`config.mk`:
```
export PLATFORM = sky130hd
export DESIGN_NAME = acmp_ctrl
export DESIGN_NICKNAME = d
export VERILOG_FILES = /design/src/hdl/acmp_pkg.sv /design/src/hdl/acmp_ctrl.sv
export VERILOG_INCLUDE_DIRS = /design/src /design/src/hdl
export SDC_FILE = /design/constraint.sdc
export NUM_CORES = 1
export LEC_CHECK = 0
export BUFFER_PORTS_ARGS = -buffer_cell sky130_fd_sc_hd__clkbuf_2
export CELL_PAD_IN_SITES_DETAIL_PLACEMENT = 0
export CELL_PAD_IN_SITES_GLOBAL_PLACEMENT = 1
export CORE_AREA = 5 5 87 89
export DETAILED_ROUTE_END_ITERATION = 8
export DIE_AREA = 0 0 92 94
export GPL_TIMING_DRIVEN = 0
export PLACE_DENSITY = 0.92
export SYNTH_ARGS = -nofsm -noshare
export SYNTH_HDL_FRONTEND = slang
export SYNTH_SLANG_ARGS = --single-unit
```
`constraint.sdc`:
```
create_clock -name ref_clk_i -period 2.7 [get_ports ref_clk_i]
set_clock_uncertainty 0.05 [all_clocks]
set_input_delay 0.54 -clock ref_clk_i [delete_from_list [all_inputs] [get_ports ref_clk_i]]
set_output_delay 0.54 -clock ref_clk_i [all_outputs]
set_load 0.02 [all_outputs]
```
`src/hdl/acmp_map.svh`:
```
`ifndef ACMP_MAP_SVH
`define ACMP_MAP_SVH

// register byte offsets
`define ACMP_OFF_CTRL     8'h00
`define ACMP_OFF_PIN_DIS  8'h04
`define ACMP_OFF_IRQ_STAT 8'h08
`define ACMP_OFF_IRQ_CLR  8'h0C
`define ACMP_OFF_IRQ_EN   8'h10

// control/status field positions
`define ACMP_BIT_POWER_OFF  7
`define ACMP_BIT_BANDGAP    6
`define ACMP_BIT_SYNC_OUT   5
`define ACMP_BIT_FLAG       4
`define ACMP_BIT_IRQ_EN     3
`define ACMP_BIT_CAP_ROUTE  2
`define ACMP_BIT_MODE_HI    1
`define ACMP_BIT_MODE_LO    0

// pin digital-input-disable field positions
`define ACMP_BIT_NEG_DIG_OFF 1
`define ACMP_BIT_POS_DIG_OFF 0

// event mode encodings
`define ACMP_MODE_TOGGLE   2'h0
`define ACMP_MODE_RESERVED 2'h1
`define ACMP_MODE_FALL     2'h2
`define ACMP_MODE_RISE     2'h3

// reset values
`define ACMP_RST_CTRL    8'h00
`define ACMP_RST_PIN_DIS 8'h00

// bus answers
`define ACMP_RESP_OKAY   2'h0
`define ACMP_RESP_SLVERR 2'h2

`endif

```
`src/hdl/acmp_pkg.sv`:
```
package acmp_pkg;

	// control/status fields, bit 7 down to bit 0
	typedef struct packed {
		logic       power_off;
		logic       bandgap_sel;
		logic       sync_out;
		logic       event_flag;
		logic       irq_enable;
		logic       cap_route;
		logic [1:0] mode_sel;
	} acmp_ctrl_type;

	// pin digital-input-disable fields
	typedef struct packed {
		logic [5:0] unused;
		logic       neg_dig_off;
		logic       pos_dig_off;
	} acmp_pin_dis_type;

	// registers reachable by software, and none for an unmapped offset
	typedef enum logic [2:0] {
		ACMP_SEL_CTRL,
		ACMP_SEL_PIN_DIS,
		ACMP_SEL_IRQ_STAT,
		ACMP_SEL_IRQ_CLR,
		ACMP_SEL_IRQ_EN,
		ACMP_SEL_NONE
	} acmp_sel_type;

endpackage : acmp_pkg

```
`src/hdl/acmp_ctrl.sv`:
```
// Local design decisions: the placing of the registers and register access over AXI4-Lite.
`timescale 1ns/100ps
`include "acmp_map.svh"
module acmp_ctrl
	import acmp_pkg::*;
(
	input  wire logic        ref_clk_i,
	input  wire logic        rstn_i,
	// axi4-lite slave
	input  wire logic [7:0]  s_axi_awaddr_i,
	input  wire logic        s_axi_awvalid_i,
	output logic             s_axi_awready_o,
	input  wire logic [31:0] s_axi_wdata_i,
	input  wire logic [3:0]  s_axi_wstrb_i,
	input  wire logic        s_axi_wvalid_i,
	output logic             s_axi_wready_o,
	output logic [1:0]       s_axi_bresp_o,
	output logic             s_axi_bvalid_o,
	input  wire logic        s_axi_bready_i,
	input  wire logic [7:0]  s_axi_araddr_i,
	input  wire logic        s_axi_arvalid_i,
	output logic             s_axi_arready_o,
	output logic [31:0]      s_axi_rdata_o,
	output logic [1:0]       s_axi_rresp_o,
	output logic             s_axi_rvalid_o,
	input  wire logic        s_axi_rready_i,
	// analog comparator macro
	input  wire logic        cmp_raw_i,
	output logic             comparator_power_off_o,
	output logic             bandgap_input_select_o,
	// analog pins, digital side
	input  wire logic        positive_analog_pin_i,
	input  wire logic        negative_analog_pin_i,
	output logic             positive_pin_buf_en_o,
	output logic             negative_pin_buf_en_o,
	output logic             positive_pin_port_o,
	output logic             negative_pin_port_o,
	// timer input capture front end
	input  wire logic        capture_pin_i,
	output logic             capture_src_o,
	input  wire logic        timer_capture_flag_i,
	input  wire logic        timer_capture_irq_enable_i,
	output logic             timer_capture_irq_o,
	// processor interrupt
	input  wire logic        global_irq_enable_i,
	input  wire logic        vector_ack_i,
	output logic             irq_o
);

	// ***********************************************************
	// registers and signals
	// ***********************************************************
	acmp_ctrl_type    ctrl_reg;
	acmp_pin_dis_type pin_dis_reg;
	logic             power_off_reg, bandgap_reg, flag_reg, irq_en_reg, cap_route_reg;
	logic [1:0]       mode_reg;

	logic       cmp_meta_reg;
	logic       cmp_sync_reg;
	logic       out_prev_reg;
	logic [1:0] pos_pin_sync_reg;
	logic [1:0] neg_pin_sync_reg;
	logic [1:0] cap_pin_sync_reg;

	logic       aw_ready_reg;
	logic       w_ready_reg;
	logic       aw_got_reg;
	logic       w_got_reg;
	logic [7:0] aw_addr_reg;
	logic [7:0] w_data_reg;
	logic       w_lane_reg;
	logic       b_valid_reg;
	logic [1:0] b_resp_reg;
	logic       ar_ready_reg;
	logic       r_valid_reg;
	logic [7:0] r_data_reg;
	logic [1:0] r_resp_reg;

	logic       irq_reg;
	logic       cap_src_reg;
	logic       cap_irq_reg;

	logic          cmp_out;
	logic          event_hit;
	logic          write_now;
	acmp_sel_type  wr_sel;
	acmp_sel_type  rd_sel;
	logic          flag_clear;
	logic [7:0]    rd_value;

	// ***********************************************************
	// address decode
	// ***********************************************************
	function automatic acmp_sel_type acmp_decode(input logic [7:0] addr);
		case (addr)
			`ACMP_OFF_CTRL:     acmp_decode = ACMP_SEL_CTRL;
			`ACMP_OFF_PIN_DIS:  acmp_decode = ACMP_SEL_PIN_DIS;
			`ACMP_OFF_IRQ_STAT: acmp_decode = ACMP_SEL_IRQ_STAT;
			`ACMP_OFF_IRQ_CLR:  acmp_decode = ACMP_SEL_IRQ_CLR;
			`ACMP_OFF_IRQ_EN:   acmp_decode = ACMP_SEL_IRQ_EN;
			default:            acmp_decode = ACMP_SEL_NONE;
		endcase
	endfunction : acmp_decode

	// ***********************************************************
	// synchronisers
	// ***********************************************************
	// the raw result comes from the analog macro, which does the voltage compare
	always_ff @(posedge ref_clk_i or negedge rstn_i) begin
		if (!rstn_i) begin
			cmp_meta_reg <= 1'b0;
			cmp_sync_reg <= 1'b0;
		end else begin
			cmp_meta_reg <= cmp_raw_i;
			cmp_sync_reg <= cmp_meta_reg;
		end
	end

	always_ff @(posedge ref_clk_i or negedge rstn_i) begin
		if (!rstn_i) begin
			pos_pin_sync_reg <= 2'h0;
			neg_pin_sync_reg <= 2'h0;
			cap_pin_sync_reg <= 2'h0;
		end else begin
			pos_pin_sync_reg <= {pos_pin_sync_reg[0], positive_analog_pin_i};
			neg_pin_sync_reg <= {neg_pin_sync_reg[0], negative_analog_pin_i};
			cap_pin_sync_reg <= {cap_pin_sync_reg[0], capture_pin_i};
		end
	end

	// a powered-down comparator reads low; the drop can itself look like a
	// falling edge, which is why software masks the interrupt first
	assign cmp_out = cmp_sync_reg & ~ctrl_reg.power_off;

	// ***********************************************************
	// event detection
	// ***********************************************************
	always_ff @(posedge ref_clk_i or negedge rstn_i) begin
		if (!rstn_i) begin
			out_prev_reg <= 1'b0;
		end else begin
			out_prev_reg <= cmp_out;
		end
	end

	always_comb begin
		case (ctrl_reg.mode_sel)
			`ACMP_MODE_TOGGLE: event_hit = cmp_out ^ out_prev_reg;
			`ACMP_MODE_FALL:   event_hit = ~cmp_out & out_prev_reg;
			`ACMP_MODE_RISE:   event_hit = cmp_out & ~out_prev_reg;
			default:           event_hit = 1'b0;
		endcase
	end

	// ***********************************************************
	// bus write side
	// ***********************************************************
	assign write_now = aw_got_reg & w_got_reg;
	assign wr_sel    = acmp_decode(aw_addr_reg);

	always_ff @(posedge ref_clk_i or negedge rstn_i) begin
		if (!rstn_i) begin
			aw_ready_reg <= 1'b0;
			aw_got_reg   <= 1'b0;
			aw_addr_reg  <= 8'h00;
		end else if (s_axi_awvalid_i && aw_ready_reg) begin
			aw_ready_reg <= 1'b0;
			aw_got_reg   <= 1'b1;
			aw_addr_reg  <= s_axi_awaddr_i;
		end else if (write_now) begin
			aw_got_reg <= 1'b0;
		end else if (!aw_got_reg && !b_valid_reg) begin
			aw_ready_reg <= 1'b1;
		end
	end

	always_ff @(posedge ref_clk_i or negedge rstn_i) begin
		if (!rstn_i) begin
			w_ready_reg <= 1'b0;
			w_got_reg   <= 1'b0;
			w_data_reg  <= 8'h00;
			w_lane_reg  <= 1'b0;
		end else if (s_axi_wvalid_i && w_ready_reg) begin
			w_ready_reg <= 1'b0;
			w_got_reg   <= 1'b1;
			w_data_reg  <= s_axi_wdata_i[7:0];
			w_lane_reg  <= s_axi_wstrb_i[0];
		end else if (write_now) begin
			w_got_reg <= 1'b0;
		end else if (!w_got_reg && !b_valid_reg) begin
			w_ready_reg <= 1'b1;
		end
	end

	always_ff @(posedge ref_clk_i or negedge rstn_i) begin
		if (!rstn_i) begin
			b_valid_reg <= 1'b0;
			b_resp_reg  <= `ACMP_RESP_OKAY;
		end else if (write_now) begin
			b_valid_reg <= 1'b1;
			b_resp_reg  <= (wr_sel == ACMP_SEL_NONE) ? `ACMP_RESP_SLVERR : `ACMP_RESP_OKAY;
		end else if (s_axi_bready_i) begin
			b_valid_reg <= 1'b0;
		end
	end

	// ***********************************************************
	// register file
	// ***********************************************************
	// a flag cleared by software or by the vector still sets if an event
	// arrives in the same cycle
	assign flag_clear = vector_ack_i
		| (write_now && w_lane_reg && wr_sel == ACMP_SEL_CTRL
			&& w_data_reg[`ACMP_BIT_FLAG])
		| (write_now && w_lane_reg && wr_sel == ACMP_SEL_IRQ_CLR
			&& w_data_reg[0]);

	always_ff @(posedge ref_clk_i or negedge rstn_i) begin
		if (!rstn_i) begin
			flag_reg <= 1'b0;
		end else if (event_hit) begin
			flag_reg <= 1'b1;
		end else if (flag_clear) begin
			flag_reg <= 1'b0;
		end
	end

	always_ff @(posedge ref_clk_i or negedge rstn_i) begin
		if (!rstn_i) begin
			power_off_reg <= 1'(`ACMP_RST_CTRL >> `ACMP_BIT_POWER_OFF);
			bandgap_reg   <= 1'b0;
			irq_en_reg    <= 1'b0;
			cap_route_reg <= 1'b0;
			mode_reg      <= `ACMP_MODE_TOGGLE;
		end else if (write_now && w_lane_reg && wr_sel == ACMP_SEL_CTRL) begin
			power_off_reg <= w_data_reg[`ACMP_BIT_POWER_OFF];
			bandgap_reg   <= w_data_reg[`ACMP_BIT_BANDGAP];
			irq_en_reg    <= w_data_reg[`ACMP_BIT_IRQ_EN];
			cap_route_reg <= w_data_reg[`ACMP_BIT_CAP_ROUTE];
			mode_reg      <= w_data_reg[`ACMP_BIT_MODE_HI:`ACMP_BIT_MODE_LO];
		end else if (write_now && w_lane_reg && wr_sel == ACMP_SEL_IRQ_EN) begin
			irq_en_reg <= w_data_reg[0];
		end
	end

	// packed view of the fields; the output bit is the synchronised result, forced low while power_off is set
	assign ctrl_reg = {power_off_reg, bandgap_reg, cmp_out, flag_reg,
		irq_en_reg, cap_route_reg, mode_reg};

	always_ff @(posedge ref_clk_i or negedge rstn_i) begin
		if (!rstn_i) begin
			pin_dis_reg <= `ACMP_RST_PIN_DIS;
		end else if (write_now && w_lane_reg && wr_sel == ACMP_SEL_PIN_DIS) begin
			pin_dis_reg.unused      <= 6'h00;
			pin_dis_reg.neg_dig_off <= w_data_reg[`ACMP_BIT_NEG_DIG_OFF];
			pin_dis_reg.pos_dig_off <= w_data_reg[`ACMP_BIT_POS_DIG_OFF];
		end
	end

	// ***********************************************************
	// bus read side
	// ***********************************************************
	assign rd_sel = acmp_decode(s_axi_araddr_i);

	always_comb begin
		case (rd_sel)
			ACMP_SEL_CTRL:     rd_value = ctrl_reg;
			ACMP_SEL_PIN_DIS:  rd_value = pin_dis_reg;
			ACMP_SEL_IRQ_STAT: rd_value = {7'h00, ctrl_reg.event_flag};
			ACMP_SEL_IRQ_EN:   rd_value = {7'h00, ctrl_reg.irq_enable};
			default:           rd_value = 8'h00;
		endcase
	end

	always_ff @(posedge ref_clk_i or negedge rstn_i) begin
		if (!rstn_i) begin
			ar_ready_reg <= 1'b0;
			r_valid_reg  <= 1'b0;
			r_data_reg   <= 8'h00;
			r_resp_reg   <= `ACMP_RESP_OKAY;
		end else if (s_axi_arvalid_i && ar_ready_reg) begin
			ar_ready_reg <= 1'b0;
			r_valid_reg  <= 1'b1;
			r_data_reg   <= rd_value;
			r_resp_reg   <= (rd_sel == ACMP_SEL_NONE) ? `ACMP_RESP_SLVERR : `ACMP_RESP_OKAY;
		end else if (r_valid_reg) begin
			if (s_axi_rready_i) begin
				r_valid_reg <= 1'b0;
			end
		end else begin
			ar_ready_reg <= 1'b1;
		end
	end

	// ***********************************************************
	// pins, timer capture and interrupts
	// ***********************************************************
	// port bits are registered so a disabled pin reads zero from the next edge
	always_ff @(posedge ref_clk_i or negedge rstn_i) begin
		if (!rstn_i) begin
			positive_pin_port_o <= 1'b0;
			negative_pin_port_o <= 1'b0;
		end else begin
			positive_pin_port_o <= pos_pin_sync_reg[1] & ~pin_dis_reg.pos_dig_off;
			negative_pin_port_o <= neg_pin_sync_reg[1] & ~pin_dis_reg.neg_dig_off;
		end
	end

	// the timer's noise canceller and edge select follow this output, so the
	// comparator is treated exactly like the pin
	always_ff @(posedge ref_clk_i or negedge rstn_i) begin
		if (!rstn_i) begin
			cap_src_reg <= 1'b0;
			cap_irq_reg <= 1'b0;
		end else begin
			cap_src_reg <= ctrl_reg.cap_route ? cmp_out : cap_pin_sync_reg[1];
			cap_irq_reg <= timer_capture_flag_i & timer_capture_irq_enable_i;
		end
	end

	always_ff @(posedge ref_clk_i or negedge rstn_i) begin
		if (!rstn_i) begin
			irq_reg <= 1'b0;
		end else begin
			irq_reg <= ctrl_reg.event_flag & ctrl_reg.irq_enable & global_irq_enable_i;
		end
	end

	// ***********************************************************
	// outputs
	// ***********************************************************
	assign s_axi_awready_o        = aw_ready_reg;
	assign s_axi_wready_o         = w_ready_reg;
	assign s_axi_bvalid_o         = b_valid_reg;
	assign s_axi_bresp_o          = b_resp_reg;
	assign s_axi_arready_o        = ar_ready_reg;
	assign s_axi_rvalid_o         = r_valid_reg;
	assign s_axi_rresp_o          = r_resp_reg;
	assign s_axi_rdata_o          = {24'h000000, r_data_reg};
	assign comparator_power_off_o = ctrl_reg.power_off;
	assign bandgap_input_select_o = ctrl_reg.bandgap_sel;
	assign positive_pin_buf_en_o  = ~pin_dis_reg.pos_dig_off;
	assign negative_pin_buf_en_o  = ~pin_dis_reg.neg_dig_off;
	assign capture_src_o          = cap_src_reg;
	assign timer_capture_irq_o    = cap_irq_reg;
	assign irq_o                  = irq_reg;

endmodule : acmp_ctrl

```
; Yosys cells after proc, flatten, opt, wreduce, memory -nomap -nowiden
; Cells that the tools add are included.
[word_totals]
output_inout_bits = 50
reg_bits = 59
[classes]
n_mux = 27
eq_ne = 21
n_reduce_logical = 29
bitwise_logic = 17
[ops]
columns = cell, count
row1 = "8-bit by 4-bit equality test with 1-bit output, second input constant", 4
row2 = 8-bit one-hot mux with 4 select lines, 1
row3 = 3-bit one-hot mux with 5 select lines, 2
row4 = 1-bit two-way mux, 21
row5 = "8-bit by 3-bit equality test with 1-bit output, second input constant", 2
row6 = "8-bit by 5-bit equality test with 1-bit output, second input constant", 2
row7 = 8-bit zero test, 2
row8 = 2-bit nonzero test, 7
row9 = "3-bit equality test, second input constant", 4
row10 = 1-bit logical AND, 12
row11 = 1-bit bitwise AND, 9
row12 = "3-bit by 1-bit equality test with 1-bit output, second input constant", 2
row13 = "3-bit by 2-bit equality test with 1-bit output, second input constant", 2
row14 = 3-bit zero test, 2
row15 = "2-bit by 1-bit inequality test with 1-bit output, second input constant", 3
row16 = 1-bit inverter, 5
row17 = "2-bit equality test, second input constant", 2
row18 = 2-bit two-way mux, 2
row19 = 2-bit AND reduction, 2
row20 = 1-bit zero test, 3
row21 = 1-bit one-hot mux with 3 select lines, 1
row22 = 2-bit zero test, 1
row23 = 1-bit OR, 2
row24 = 1-bit bitwise XOR, 1

; Depth between registers and ports, before layout
; Gate-level depths: netlist of the first run.
[depth]
depth_word = 9
depth_mapped = 6
depth_no_buf = 6

; Worst setup path before layout of the first run
; OpenSTA, ideal clock, no wires.
[synth_path]
path_type = register to register
startpoint = register aw_addr_reg[0]
endpoint = register bandgap_reg, in the netlist bandgap_input_select_o
path_buffers = 1
t_required_ns = 2.525
arrival_time_ns = 1.355
slack_ns = 1.170
period_less_slack_ns = 1.530
path_stages_with_launch = 5
setup_ns = 0.125
path_cell_list = dfrtp_1 nor4b_4 and4_1 buf_6 mux2_4
[synth_between]
elab_chain_len = 4
[synth_rtl]
columns = item, line
row1 = start: declaration, acmp_ctrl.sv:69  ; logic [7:0] aw_addr_reg;
row2 = start signal: assignment, acmp_ctrl.sv:169  ; aw_addr_reg <= s_axi_awaddr_i;
row3 = 8-bit by 5-bit equality test with 1-bit output (tied with other cells), acmp_ctrl.sv:95  ; case (addr)
row4 = 3-bit one-hot mux with 5 select lines *, acmp_ctrl.sv:95
row5 = 3-bit zero test *, acmp_ctrl.sv:235  ; end else if (write_now && w_lane_reg && wr_sel == ACMP_SEL_CTRL) begin
row6 = 1-bit logical AND *, acmp_ctrl.sv:235
row7 = end signal: assignment, acmp_ctrl.sv:237  ; bandgap_reg <= w_data_reg[`ACMP_BIT_BANDGAP];
row8 = end: declaration, acmp_ctrl.sv:55  ; logic power_off_reg, bandgap_reg, flag_reg, irq_en_reg, cap_route_reg;
; Mark *: on every way between the ends. The rest lies on a longest branch, timed or not.
; A chain may end at the register's enable or synchronous reset.

; Final worst setup path of the first run
[layout_path]
startpoint = register power_off_reg, in the netlist comparator_power_off_o
endpoint = register flag_reg
[layout_between]
elab_chain_len = 6
[layout_rtl]
columns = item, line
row1 = start: declaration, acmp_ctrl.sv:55
row2 = start signal: assignment, acmp_ctrl.sv:230  ; power_off_reg <= 1'(`ACMP_RST_CTRL >> `ACMP_BIT_POWER_OFF);
row3 = start signal: assignment, acmp_ctrl.sv:236  ; power_off_reg <= w_data_reg[`ACMP_BIT_POWER_OFF];
row4 = 1-bit inverter *, acmp_ctrl.sv:133  ; assign cmp_out = cmp_sync_reg & ~ctrl_reg.power_off;
row5 = 1-bit bitwise AND *, acmp_ctrl.sv:133
row6 = net cmp_out, acmp_ctrl.sv:83  ; logic cmp_out;
row7 = 1-bit inverter, acmp_ctrl.sv:149  ; `ACMP_MODE_FALL: event_hit = ~cmp_out & out_prev_reg;
row8 = 1-bit bitwise AND, acmp_ctrl.sv:149
row9 = 1-bit one-hot mux with 3 select lines *, acmp_ctrl.sv:147  ; case (ctrl_reg.mode_sel)
row10 = 1-bit two-way mux or 2-bit nonzero test (tied branches), -
row11 = end signal: assignment, acmp_ctrl.sv:220  ; flag_reg <= 1'b0;
row12 = end signal: assignment, acmp_ctrl.sv:222  ; flag_reg <= 1'b1;
row13 = end signal: assignment, acmp_ctrl.sv:224  ; flag_reg <= 1'b0;
row14 = end: declaration, acmp_ctrl.sv:55
; The timed path passes the listed nets; every way through them passes the cells marked *.

==> summary.txt, run 1 <==
Run status
  – Status: finished clean

Final layout
  – Sequential cell area: 1400 sq um
  – Area of the multi-input gates: 872 sq um
  – # nets final: 351
  – Synthesis-to-finish area growth: 24.6%
  – Number of fill cells in the layout: 664
  – Fin cells: 363
  – Fraction of layout cells with a size suffix above 1: 44.2%
  – Antenna Diode Count: 0

Routing
  – 1st-iter DRT viols: 29
  – DRC: 0
  – Vias/cell: 4.33
  – Drt total wl: 4470 microns
  – Total iterations of the first detailed-routing run: 4
  – Via count: 1573
  – Routed len/inst: 12.3 microns
  – Antenna Nets Post-Route: 0

Critical path
  – Worst reg2reg setup slack: 1.02 ns
  – Slowest stage cell on the critical path: dfrtp_1
  – Critical path capture point type: flip-flop
  – Crit path cell chain: nor2b_1 -> ha_1 -> nor2b_1 -> o31ai_1 -> a211o_1
  – Crit Path Max Fanout: 5
  – Critical Path AT: 1.87 ns
  – Worst Setup Start Kind: flip-flop
  – Slowest stage delay, CP: 0.42 ns
  – Critical path class: flip-flop to flip-flop
  – Critical path required time: 2.88 ns
  – Worst path most repeated cell: nor2b_1

Job
  – MaxCap Viol Count: 0

Floorplan
  – Io pins: 117
  – Die Y: 94 microns
  – Initial core utilization: 36.3%
  – Die ar.: 8650 sq um
  – CORE AREA: 6680 sq um
  – Row Count: 30
  – Die width: 92 microns

Synthesis
  – Most common cell in the netlist: dfrtp_1
  – Post-synth EDFFs: 0
  – Syn Area/Cell: 12.9 sq um
  – Synth Flop Type: dfrtp_1
  – Synth area leader: dfrtp_1
  – Number of cells produced by synthesis: 188
  – Count of state elements after synthesis: 56
  – Mapped cell area: 2420 sq um
  – Async SR Flop Fraction: 100%
  – Post-synth cell types: 36
  – Post-synthesis sequential area ratio: 57.8%
  – Synth area leaders: dfrtp_1, mux2_2, buf_4, mux2_4, a22o_1
  – Post-synth top cells: dfrtp_1, buf_4, mux2_2
  – YS warnings: 0
  – Synth top area share: 57.8%

Clocking
  – Worst skew pair latency: 0.29 ns
  – Clk sinks: 56
  – Hold-fix buffers, CTS: 0
  – Clk root buf: clkbuf_8
  – CTS H-Tree Depth: 2
  – Resized cells post-CTS: 0
  – Post-CTS Setup Inserts: 0
  – Clock buffer depth: 2
  – Num CTS Buffers: 5
  – Worst-path clk slew: 0.09 ns
  – CTS tree: done

Timing
  – Setup TNS: 0 ns
  – RSZ-0062 raised after global routing: false
  – Fraction of the cycle the final worst path needs: 62.4%
  – Relative slew slack: 54.1%
  – Fin. Hold Viols: 0
  – Fmax: 594 MHz
  – Transition time of the tightest slew-check pin: 0.689 ns
  – Final setup viols: 0
  – Max Slew Vio Count: 0
  – Min Tclk post-route: 1.68 ns

Global routing
  – Total Routing Usage GR: 10.8%
  – Largest net degree at the start of global routing: 57
  – Total grt overflow: 0
  – First-pass GRT wire length: 7600 microns
  – Antenna violations before repair: 0
  – Vias in the first global route: 1585

Hold path
  – Worst hold path type: input port to async pin

Power and ir drop
  – Pwr Density: 762 nW/um^2
  – Combinational power share: 27.2%
  – Peak supply drop: 0.000385 V
  – Internal power: 1580 uW
  – Leakage power: 0.00155 uW
  – Pwr Total: 2300 uW
  – Clock network fraction of design power: 19.6%
  – Seq pwr share: 53.2%
  – Sw Ratio: 31.5%
  – Net Sw Power: 725 uW

Placed design
  – Global placement routability congestion: 0.767
  – Cell count after placement: 355
  – I/O Buffers: 62
  – Post-detail-place hpwl: 3510 microns
## placed cells by master (no fill, tap or decap), drive strengths merged
cell type | Yosys | final
clkbuf | 1 | 70
dfrtp | 56 | 56
buf | 27 | 28
mux2 | 28 | 28
conb | 1 | 26
inv | 9 | 9
nand2 | 8 | 8
o21ai | 7 | 7
nor2 | 6 | 6
nor2b | 5 | 5
a22o | 5 | 5
a31oi | 4 | 4
nor3 | 3 | 3
o21a | 3 | 3
nand3 | 3 | 3
nand4 | 2 | 2
nor4bb | 2 | 2
ha | 2 | 2
and3 | 1 | 1
and2 | 1 | 1
and4bb | 1 | 1
nor4b | 1 | 1
and4 | 1 | 1
and4b | 1 | 1
a211oi | 1 | 1
maj3 | 1 | 1
o41ai | 1 | 1
a21o | 1 | 1
o22ai | 1 | 1
nand2b | 1 | 1
o31ai | 1 | 1
a211o | 1 | 1
nor3b | 1 | 1
a21oi | 1 | 1
## metal layers
metal,vias up,track usage (%),wire (microns)
met5,-,0,0
met1,721,14.7,1980
li1,791,-,-
met4,0,1.49,21
met3,5,3.37,344
met2,56,17.2,2120
## worst paths after layout
| check | from | to | depth (start not counted) |
|---|---|---|---|
| min in group ref_clk_i | cmp_raw_i | cmp_meta_reg$_DFF_PN0_ | 1 |
| max reg2reg | comparator_power_off_o$_DFFE_PN0N_ | flag_reg$_DFFE_PN0P_ | 5 |
| max | comparator_power_off_o$_DFFE_PN0N_ | flag_reg$_DFFE_PN0P_ | 5 |
| min reg2reg | cap_pin_sync_reg[0]$_DFF_PN0_ | cap_pin_sync_reg[1]$_DFF_PN0_ | 0 |
| max in group asynchronous | rstn_i | w_data_reg[4]$_DFFE_PN0P_ | 1 |
| min | rstn_i | r_data_reg[1]$_DFFE_PN0P_ | 1 |
## cell families after synthesis
family | Yosys count | share of synthesized area (%)
buffers and inverters | 37 | 10.1
flip-flops | 56 | 57.8
adder cells (fa/ha/maj) | 3 | 1.45
other | 1 | 0.155
AO/OA/AOI/OAI | 26 | 7.33
AND/OR/NAND/NOR | 37 | 9.40
multiplexers | 28 | 13.8
## per-stage QoR
| step | utilization [%] | cell area, sq um | hold WS (ns) | setup WS, ns |
|---|---|---|---|---|
| after floorplan | - | 2520 | 0.194 | 1.17 |
| after global placement | 43.8 | 2930 | 0.284 | 0.879 |
| after detailed placement | 43.8 | 2930 | 0.285 | 0.830 |
| after CTS | 45.2 | 3020 | 0.290 | 0.982 |
| after global routing | 45.2 | 3020 | 0.278 | 0.861 |
| final | 45.2 | 3020 | 0.219 | 1.02 |
## worst max-delay path, delay by kind of cell, from the launching register on
family	cells	cell delay, ns
DFF	1	0.42
AOI/OAI and AO/OA	2	0.42
adders and majority gates	1	0.30
and+or+nand+nor	2	0.44
## power by group through the flow
stage          clock, uW  sequential, uW  combinational [uW]
2_1_floorplan          0            1270                 407
3_3_place_gp           0            1240                 616
3_5_place_dp           0            1240                 634
4_1_cts              473            1230                 636
5_1_grt              504            1260                 696
6_report             452            1220                 627
## final cells by class
cell class                      instances  share of cell area [%]
Clock buffer                            8                    2.98
Multi-Input combinational cell        120                    28.9
Buffer                                 28                    6.96
Inverter                                9                    1.12
Tap cell                               80                    3.31
Sequential cell                        56                    46.4
Timing Repair Buffer                   62                    10.4
No activity file was read; power rests on OpenSTA's default activity.
==> run 2, diff against run 1 <==
CORE_AREA = 5 5 95 97   (was 5 5 87 89)
DIE_AREA = 0 0 100 102   (was 0 0 92 94)
PLACE_DENSITY = 0.82   (was 0.92)
clock period = 1.4 ns   (was 2.7 ns; I/O delays follow)
==> run 2 against run 1 <==
Compared with the run above:
- register-to-register slack got worse by 1.2 ns
- die area is 18% higher
- the flow now finishes with violations (hold timing, setup timing)
- first-iteration DRC count rose by 93%
- routed wire length rose by 11%
==> summary.txt, run 2 (same netlist as run 1, synthesis figures left out) <==
Final layout
  – Sequential cell area: 1400 sq um (unchanged)
  – Fraction of layout cells with a size suffix above 1: 49.5% (+5.3 points)
  – Design Area, Final: 3210 sq um (+6.3%)
  – Most frequent cells in the layout: clkbuf_2, dfrtp_1, buf_4
  – # nets final: 359 (+2.3%)
  – Area of the multi-input gates: 932 sq um (+6.9%)
  – Synthesis-to-finish area growth: 32.5%
  – Antenna Diode Count: 0 (unchanged)
  – Most common cell after layout, fill and taps aside: clkbuf_2
  – Number of fill cells in the layout: 821 (+24%)

Timing
  – Final setup viols: 9 (+9)
  – Min Tclk post-route: 1.55 ns (-0.137 ns)
  – Fin. Hold Viols: 56 (+56)
  – Max Slew Vio Count: 0 (unchanged)
  – Hold Worst Slack: -0.0379 ns (-0.257 ns)
  – Fraction of the cycle the final worst path needs: 111% (+48 points)
  – RSZ-0062 raised after global routing: true
  – Worst setup margin: -0.147 ns (-1.16 ns)
  – Relative slew slack: 53.0% (-1.1 points)
  – Transition time of the tightest slew-check pin: 0.705 ns (+0.0164 ns)
  – Fmax: 646 MHz (+8.8%)

Routing
  – Vias/cell: 4.08 (-5.9%)
  – Antenna Nets Post-Route: 0 (unchanged)
  – Drt total wl: 4950 microns (+11%)
  – Routed len/inst: 12.5 microns (+1.6%)
  – Total iterations of the first detailed-routing run: 4 (unchanged)
  – DRC: 0 (unchanged)
  – 1st-iter DRT viols: 56 (+93%)
  – Via count: 1614 (+2.6%)

Critical path
  – Critical path required time: 1.54 ns (-1.34 ns)
  – Reg2Reg Capture Point: mode_reg[1]$_DFFE_PN0N_
  – Critical path class: flip-flop to flip-flop
  – Crit path buffers/inverters: 1 (+1)
  – Worst R2R Path Depth: 4 (-1)
  – Crit Path Max Fanout: 5 (unchanged)
  – Critical path capture point type: flip-flop
  – Critical Path AT: 1.69 ns (-0.18 ns)
  – Crit path max-delay family: simple AND/OR/NAND/NOR gates
  – Slowest stage cell on the critical path: dfrtp_1
  – Worst reg2reg setup slack: -0.15 ns (-1.16 ns)
  – Slowest stage delay, CP: 0.42 ns (about the same)
  – Crit Reg-Reg Startpoint: aw_addr_reg[0]$_DFFE_PN0P_
  – Crit path cell chain: nor4b_4 -> and4_1 -> buf_6 -> mux2_4
  – Worst Setup Start Kind: flip-flop
  – Crit path from: aw_addr_reg[0]$_DFFE_PN0P_

Global routing
  – First-pass GRT wire length: 7880 microns (+3.7%)
  – Largest net degree at the start of global routing: 57 (unchanged)
  – Total grt overflow: 0 (unchanged)
  – Antenna violations before repair: 0 (unchanged)
  – Total Routing Usage GR: 9.80% (-0.96 points)
  – Vias in the first global route: 1569 (-1.0%)

Hold path
  – Worst hold path type: input port to async pin

Clocking
  – Clk sinks: 56 (unchanged)
  – Clock buffer depth: 2 (unchanged)
  – Hold-fix buffers, CTS: 0 (unchanged)
  – Worst-path clk slew: 0.10 ns (about the same)
  – Clk root buf: clkbuf_8
  – CTS H-Tree Depth: 2 (unchanged)
  – CTS tree: done
  – Num CTS Buffers: 5 (unchanged)
  – Worst skew pair latency: 0.31 ns (+0.02 ns)

Floorplan
  – Initial core utilization: 30.1% (-6.2 points)
  – Io pins: 117 (unchanged)
  – CORE AREA: 8050 sq um (+21%)
  – Die Y: 102 microns (+8.5%)
  – Die ar.: 10200 sq um (+18%)
  – Row Count: 33 (+10%)
  – Die width: 100 microns (+8.7%)

Power and ir drop
  – Peak supply drop: 0.000843 V (+120%)
  – Leakage power: 0.00162 uW (+4.7%)
  – Pwr Total: 4870 uW (+110%)
  – Pwr Density: 1520 nW/um^2 (+99%)

Placed design
  – Post-place instance area: 2960 sq um (+1.2%)
  – Post-detail-place hpwl: 3790 microns (+7.9%)
  – I/O Buffers: 62 (unchanged)
  – Global placement routability congestion: 0.719 (-6.2%)

Run status
  – Status: finished, violations left
  – Failing checks: hold timing, setup timing

Job
  – MaxCap Viol Count: 0 (unchanged)
==> run 2: cell count changes in the layout (fill, tap and decap cells not counted), sizes merged <==
cell	previous run	this run
clkinv	0	1
clkbuf	70	67
buf	28	37
bufinv	0	1
==> run 2: worst max-delay path by stage <==
stage | endpoint | slack (ns) | depth (start not counted)
final | mode_reg[1]$_DFFE_PN0N_ | -0.15 | 4
after global routing | mode_reg[1]$_DFFE_PN0N_ | -0.24 | 4
after CTS | mode_reg[1]$_DFFE_PN0N_ | -0.16 | 4
after detailed placement | s_axi_awready_o$_DFFE_PN0P_ | -0.23 | 1
after global placement | cap_route_reg$_DFFE_PN0N_ | -0.22 | 4
after floorplan | bandgap_input_select_o$_DFFE_PN0N_ | -0.12 | 4
==> run 2: layer usage <==
metal | wire length [microns] | GRT usage, %
met3 | 351 | 2.94
met4 | 13 | 1.87
met5 | 0 | 0
met1 | 2090 | 12.9
met2 | 2500 | 16.3
==> run 2: what timing repair did <==
| action | 4_1_cts | 5_1_grt |
|---|---|---|
| endpoints found under the setup margin | 8 | 14 |
| setup buffers | 8 | 0 |
| gates resized for setup | 3 | 13 |
| pin swaps | 2 | 3 |
==> run 2: area by class of cell <==
cell class / instances / share of cell area (%)
Sequential cell: 56 / 43.6
Multi-Input combinational cell: 120 / 29.0
Timing Repair Buffer: 70 / 11.8
Buffer: 28 / 6.59
Tap cell: 105 / 4.09
Clock buffer: 6 / 2.57
Clock inverter: 2 / 1.21
Inverter: 9 / 1.05
==> run 2: power by group <==
part / switching [uW] / internal, uW
clock: 518 / 586
combinational: 678 / 730
sequential: 326 / 2030
total: 1520 / 3340
==> run 2: through the flow <==
stage | hold WS, ns | setup slack [ns] | cells | util, % | TNS, ns
final | -0.0379 | -0.147 | 396 | 39.9 | -0.736
after global routing | 0.000381 | -0.244 | 396 | 39.9 | -1.57
after CTS | 0.0102 | -0.164 | 396 | 39.3 | -0.816
after floorplan | -0.0656 | -0.125 | 213 | - | -0.653
after detailed placement | 0.286 | -0.233 | 380 | 36.8 | -14.75
after global placement | 0.283 | -0.217 | 380 | 36.8 | -11.82
==> run 3, diff against run 2 <==
CORE_AREA = 5 5 91 101   (was 5 5 95 97)
DIE_AREA = 0 0 96 106   (was 0 0 100 102)
==> run 3 against run 2 <==
Compared with the run above:
- cell count rose by 1.8%
- the run still ends with hold timing, setup timing left
- die area shrank 0.24%
- first-iteration DRC count down 34%
- via count rose by 4.0%
- routed wire length shrank 0.81%
- setup slack lost 0.00060 ns
- sequential power about the same
- non-clock buffer count grew 1
- critical path depth is the same
==> summary.txt, run 3 (same netlist as run 1, synthesis figures left out) <==
Placed design
  – Post-place instance area: 2970 sq um (+0.25%)
  – Global placement routability congestion: 0.755 (+4.9%)
  – DP Worst Slack: -0.234 ns (-0.000525 ns)
  – Cell count after placement: 386 (+1.6%)
  – I/O Buffers: 62 (unchanged)
  – Post-detail-place hpwl: 3820 microns (+0.69%)

Final layout
  – Antenna Diode Count: 0 (unchanged)
  – Area of the multi-input gates: 902 sq um (-3.2%)
  – Synthesis-to-finish area growth: 31.4%
  – # nets final: 360 (+0.28%)
  – Design Area, Final: 3190 sq um (-0.78%)
  – Most common cell after layout, fill and taps aside: clkbuf_2
  – Fin cells: 403 (+1.8%)
  – Fin util: 39.1% (-0.77 points)
  – Number of fill cells in the layout: 825 (+0.49%)
  – Fraction of layout cells with a size suffix above 1: 49.3% (-0.17 points)
  – Sequential cell area: 1410 sq um (+0.27%)
  – Most frequent cells in the layout: clkbuf_2, dfrtp_1, buf_4

Power and ir drop
  – Leakage power: 0.00161 uW (-0.84%)
  – Pwr Density: 1510 nW/um^2 (-0.66%)
  – Peak supply drop: 0.000792 V (-6.1%)

Global routing
  – Vias in the first global route: 1695 (+8.0%)
  – Antenna violations before repair: 0 (unchanged)
  – Total grt overflow: 0 (unchanged)
  – First-pass GRT wire length: 8020 microns (+1.8%)
  – Total Routing Usage GR: 10.1% (+0.27 points)
  – Largest net degree at the start of global routing: 57 (unchanged)

Routing
  – Via count: 1678 (+4.0%)
  – Vias/cell: 4.16 (+2.2%)
  – Drt total wl: 4910 microns (-0.81%)
  – 1st-iter DRT viols: 37 (-34%)
  – DRC: 0 (unchanged)
  – Total iterations of the first detailed-routing run: 4 (unchanged)
  – Routed len/inst: 12.2 microns (-2.5%)
  – Antenna Nets Post-Route: 0 (unchanged)

Clocking
  – CTS H-Tree Depth: 2 (unchanged)
  – Clock buffer depth: 2 (unchanged)
  – Worst skew pair latency: 0.30 ns (about the same)
  – CTS tree: done
  – Num CTS Buffers: 5 (unchanged)
  – Clk sinks: 56 (unchanged)
  – Worst-path clk slew: 0.10 ns (about the same)
  – Clk root buf: clkbuf_8

Floorplan
  – Die Y: 106 microns (+3.9%)
  – Die width: 96 microns (-4.0%)
  – Initial core utilization: 29.8% (-0.35 points)
  – Row Count: 35 (+6.1%)
  – Die ar.: 10200 sq um (-0.24%)
  – Io pins: 117 (unchanged)
  – CORE AREA: 8150 sq um (+1.2%)

Timing
  – Fraction of the cycle the final worst path needs: 111% (about the same)
  – Fin. Hold Viols: 56 (unchanged)
  – RSZ-0062 raised after global routing: true
  – Transition time of the tightest slew-check pin: 0.693 ns (-0.0122 ns)
  – Hold Worst Slack: -0.0433 ns (-0.00544 ns)
  – Final setup viols: 9 (unchanged)
  – Max Slew Vio Count: 0 (unchanged)
  – Worst setup margin: -0.148 ns (-0.000603 ns)
  – Fmax: 646 MHz (about the same)
  – Min Tclk post-route: 1.55 ns (+0.000603 ns)
  – Relative slew slack: 53.8% (+0.82 points)

Critical path
  – Slowest stage cell on the critical path: dfrtp_1
  – Critical Path AT: 1.69 ns (about the same)
  – Critical path capture point type: flip-flop
  – Critical path required time: 1.55 ns (about the same)
  – Slowest stage delay, CP: 0.42 ns (about the same)
  – Crit path cell chain: nor4b_4 -> and4_1 -> buf_6 -> mux2_4
  – Crit Path Max Fanout: 5 (unchanged)
  – Worst Setup Start Kind: flip-flop
  – Critical path class: flip-flop to flip-flop

Job
  – MaxCap Viol Count: 0 (unchanged)

Run status
  – Status: finished, violations left
  – Failing checks: hold timing, setup timing

Hold path
  – Worst hold path type: input port to async pin
-- run 3: layout make-up --
type / instances / share of cell area (%)
Buffer: 28 / 6.64
Clock buffer: 5 / 2.16
Clock inverter: 3 / 1.34
Inverter: 9 / 1.06
Multi-Input combinational cell: 120 / 28.3
Sequential cell: 56 / 44.1
Tap cell: 111 / 4.36
Timing Repair Buffer: 71 / 12.0
-- run 3: timing repair --
action	CTS	global route
setup endpoints to repair	8	12
resized for setup	2	9
hold buffers	0	1
pin swaps	3	3
endpoints found under the hold margin	0	1
buffers inserted	2	6
-- run 3: power by group --
group / internal [uW] / leakage [uW] / switching (uW)
logic: 714 / 0.000871 / 660
clock network: 530 / 0.0000541 / 523
registers: 2030 / 0.000686 / 336
total: 3280 / 0.00161 / 1520
-- run 3: per-layer routing --
metal | track usage, % | vias up | part of all wire, %
met3 | 3.40 | 8 | 7.7
met1 | 11.8 | 805 | 39
met5 | 0 | - | 0
li1 | - | 811 | -
met2 | 16.9 | 54 | 52
met4 | 3.46 | 0 | 1.5
-- run 3: path summary, 6_finish.rpt --
check                                              start                                  to  slack, ns  depth (start not counted)
setup / recovery              aw_addr_reg[5]$_DFFE_PN0P_  comparator_power_off_o$_DFFE_PN0N_      -0.15                          4
hold / removal                                    rstn_i       pos_pin_sync_reg[1]$_DFF_PN0_      -0.04                          1
setup reg to reg              aw_addr_reg[5]$_DFFE_PN0P_  comparator_power_off_o$_DFFE_PN0N_      -0.15                          4
hold reg to reg            cap_pin_sync_reg[0]$_DFF_PN0_       cap_pin_sync_reg[1]$_DFF_PN0_       0.31                          0
max in group asynchronous                         rstn_i               w_got_reg$_DFFE_PN0P_       0.84                          1
min in group ref_clk_i             positive_analog_pin_i       pos_pin_sync_reg[0]$_DFF_PN0_       0.02                          1
-- run 3: worst max-delay path: cells and delay by family (launching register included) --
| family | cells | cell delay [ns] |
|---|---|---|
| multiplexers | 1 | 0.30 |
| AND/OR/NAND/NOR | 2 | 0.54 |
| flip-flops | 1 | 0.42 |
| buffers and inverters | 1 | 0.14 |
-- run 3: through the flow --
step                      power, uW  TNS, ns  hold WS, ns
after detailed placement       3660   -13.63        0.287
after global placement         3590   -11.77        0.284
after CTS                      4760    -1.15       0.0122
final                          4800   -0.793      -0.0433
after global routing           5130    -1.39      0.00726
after floorplan                3230   -0.653      -0.0656
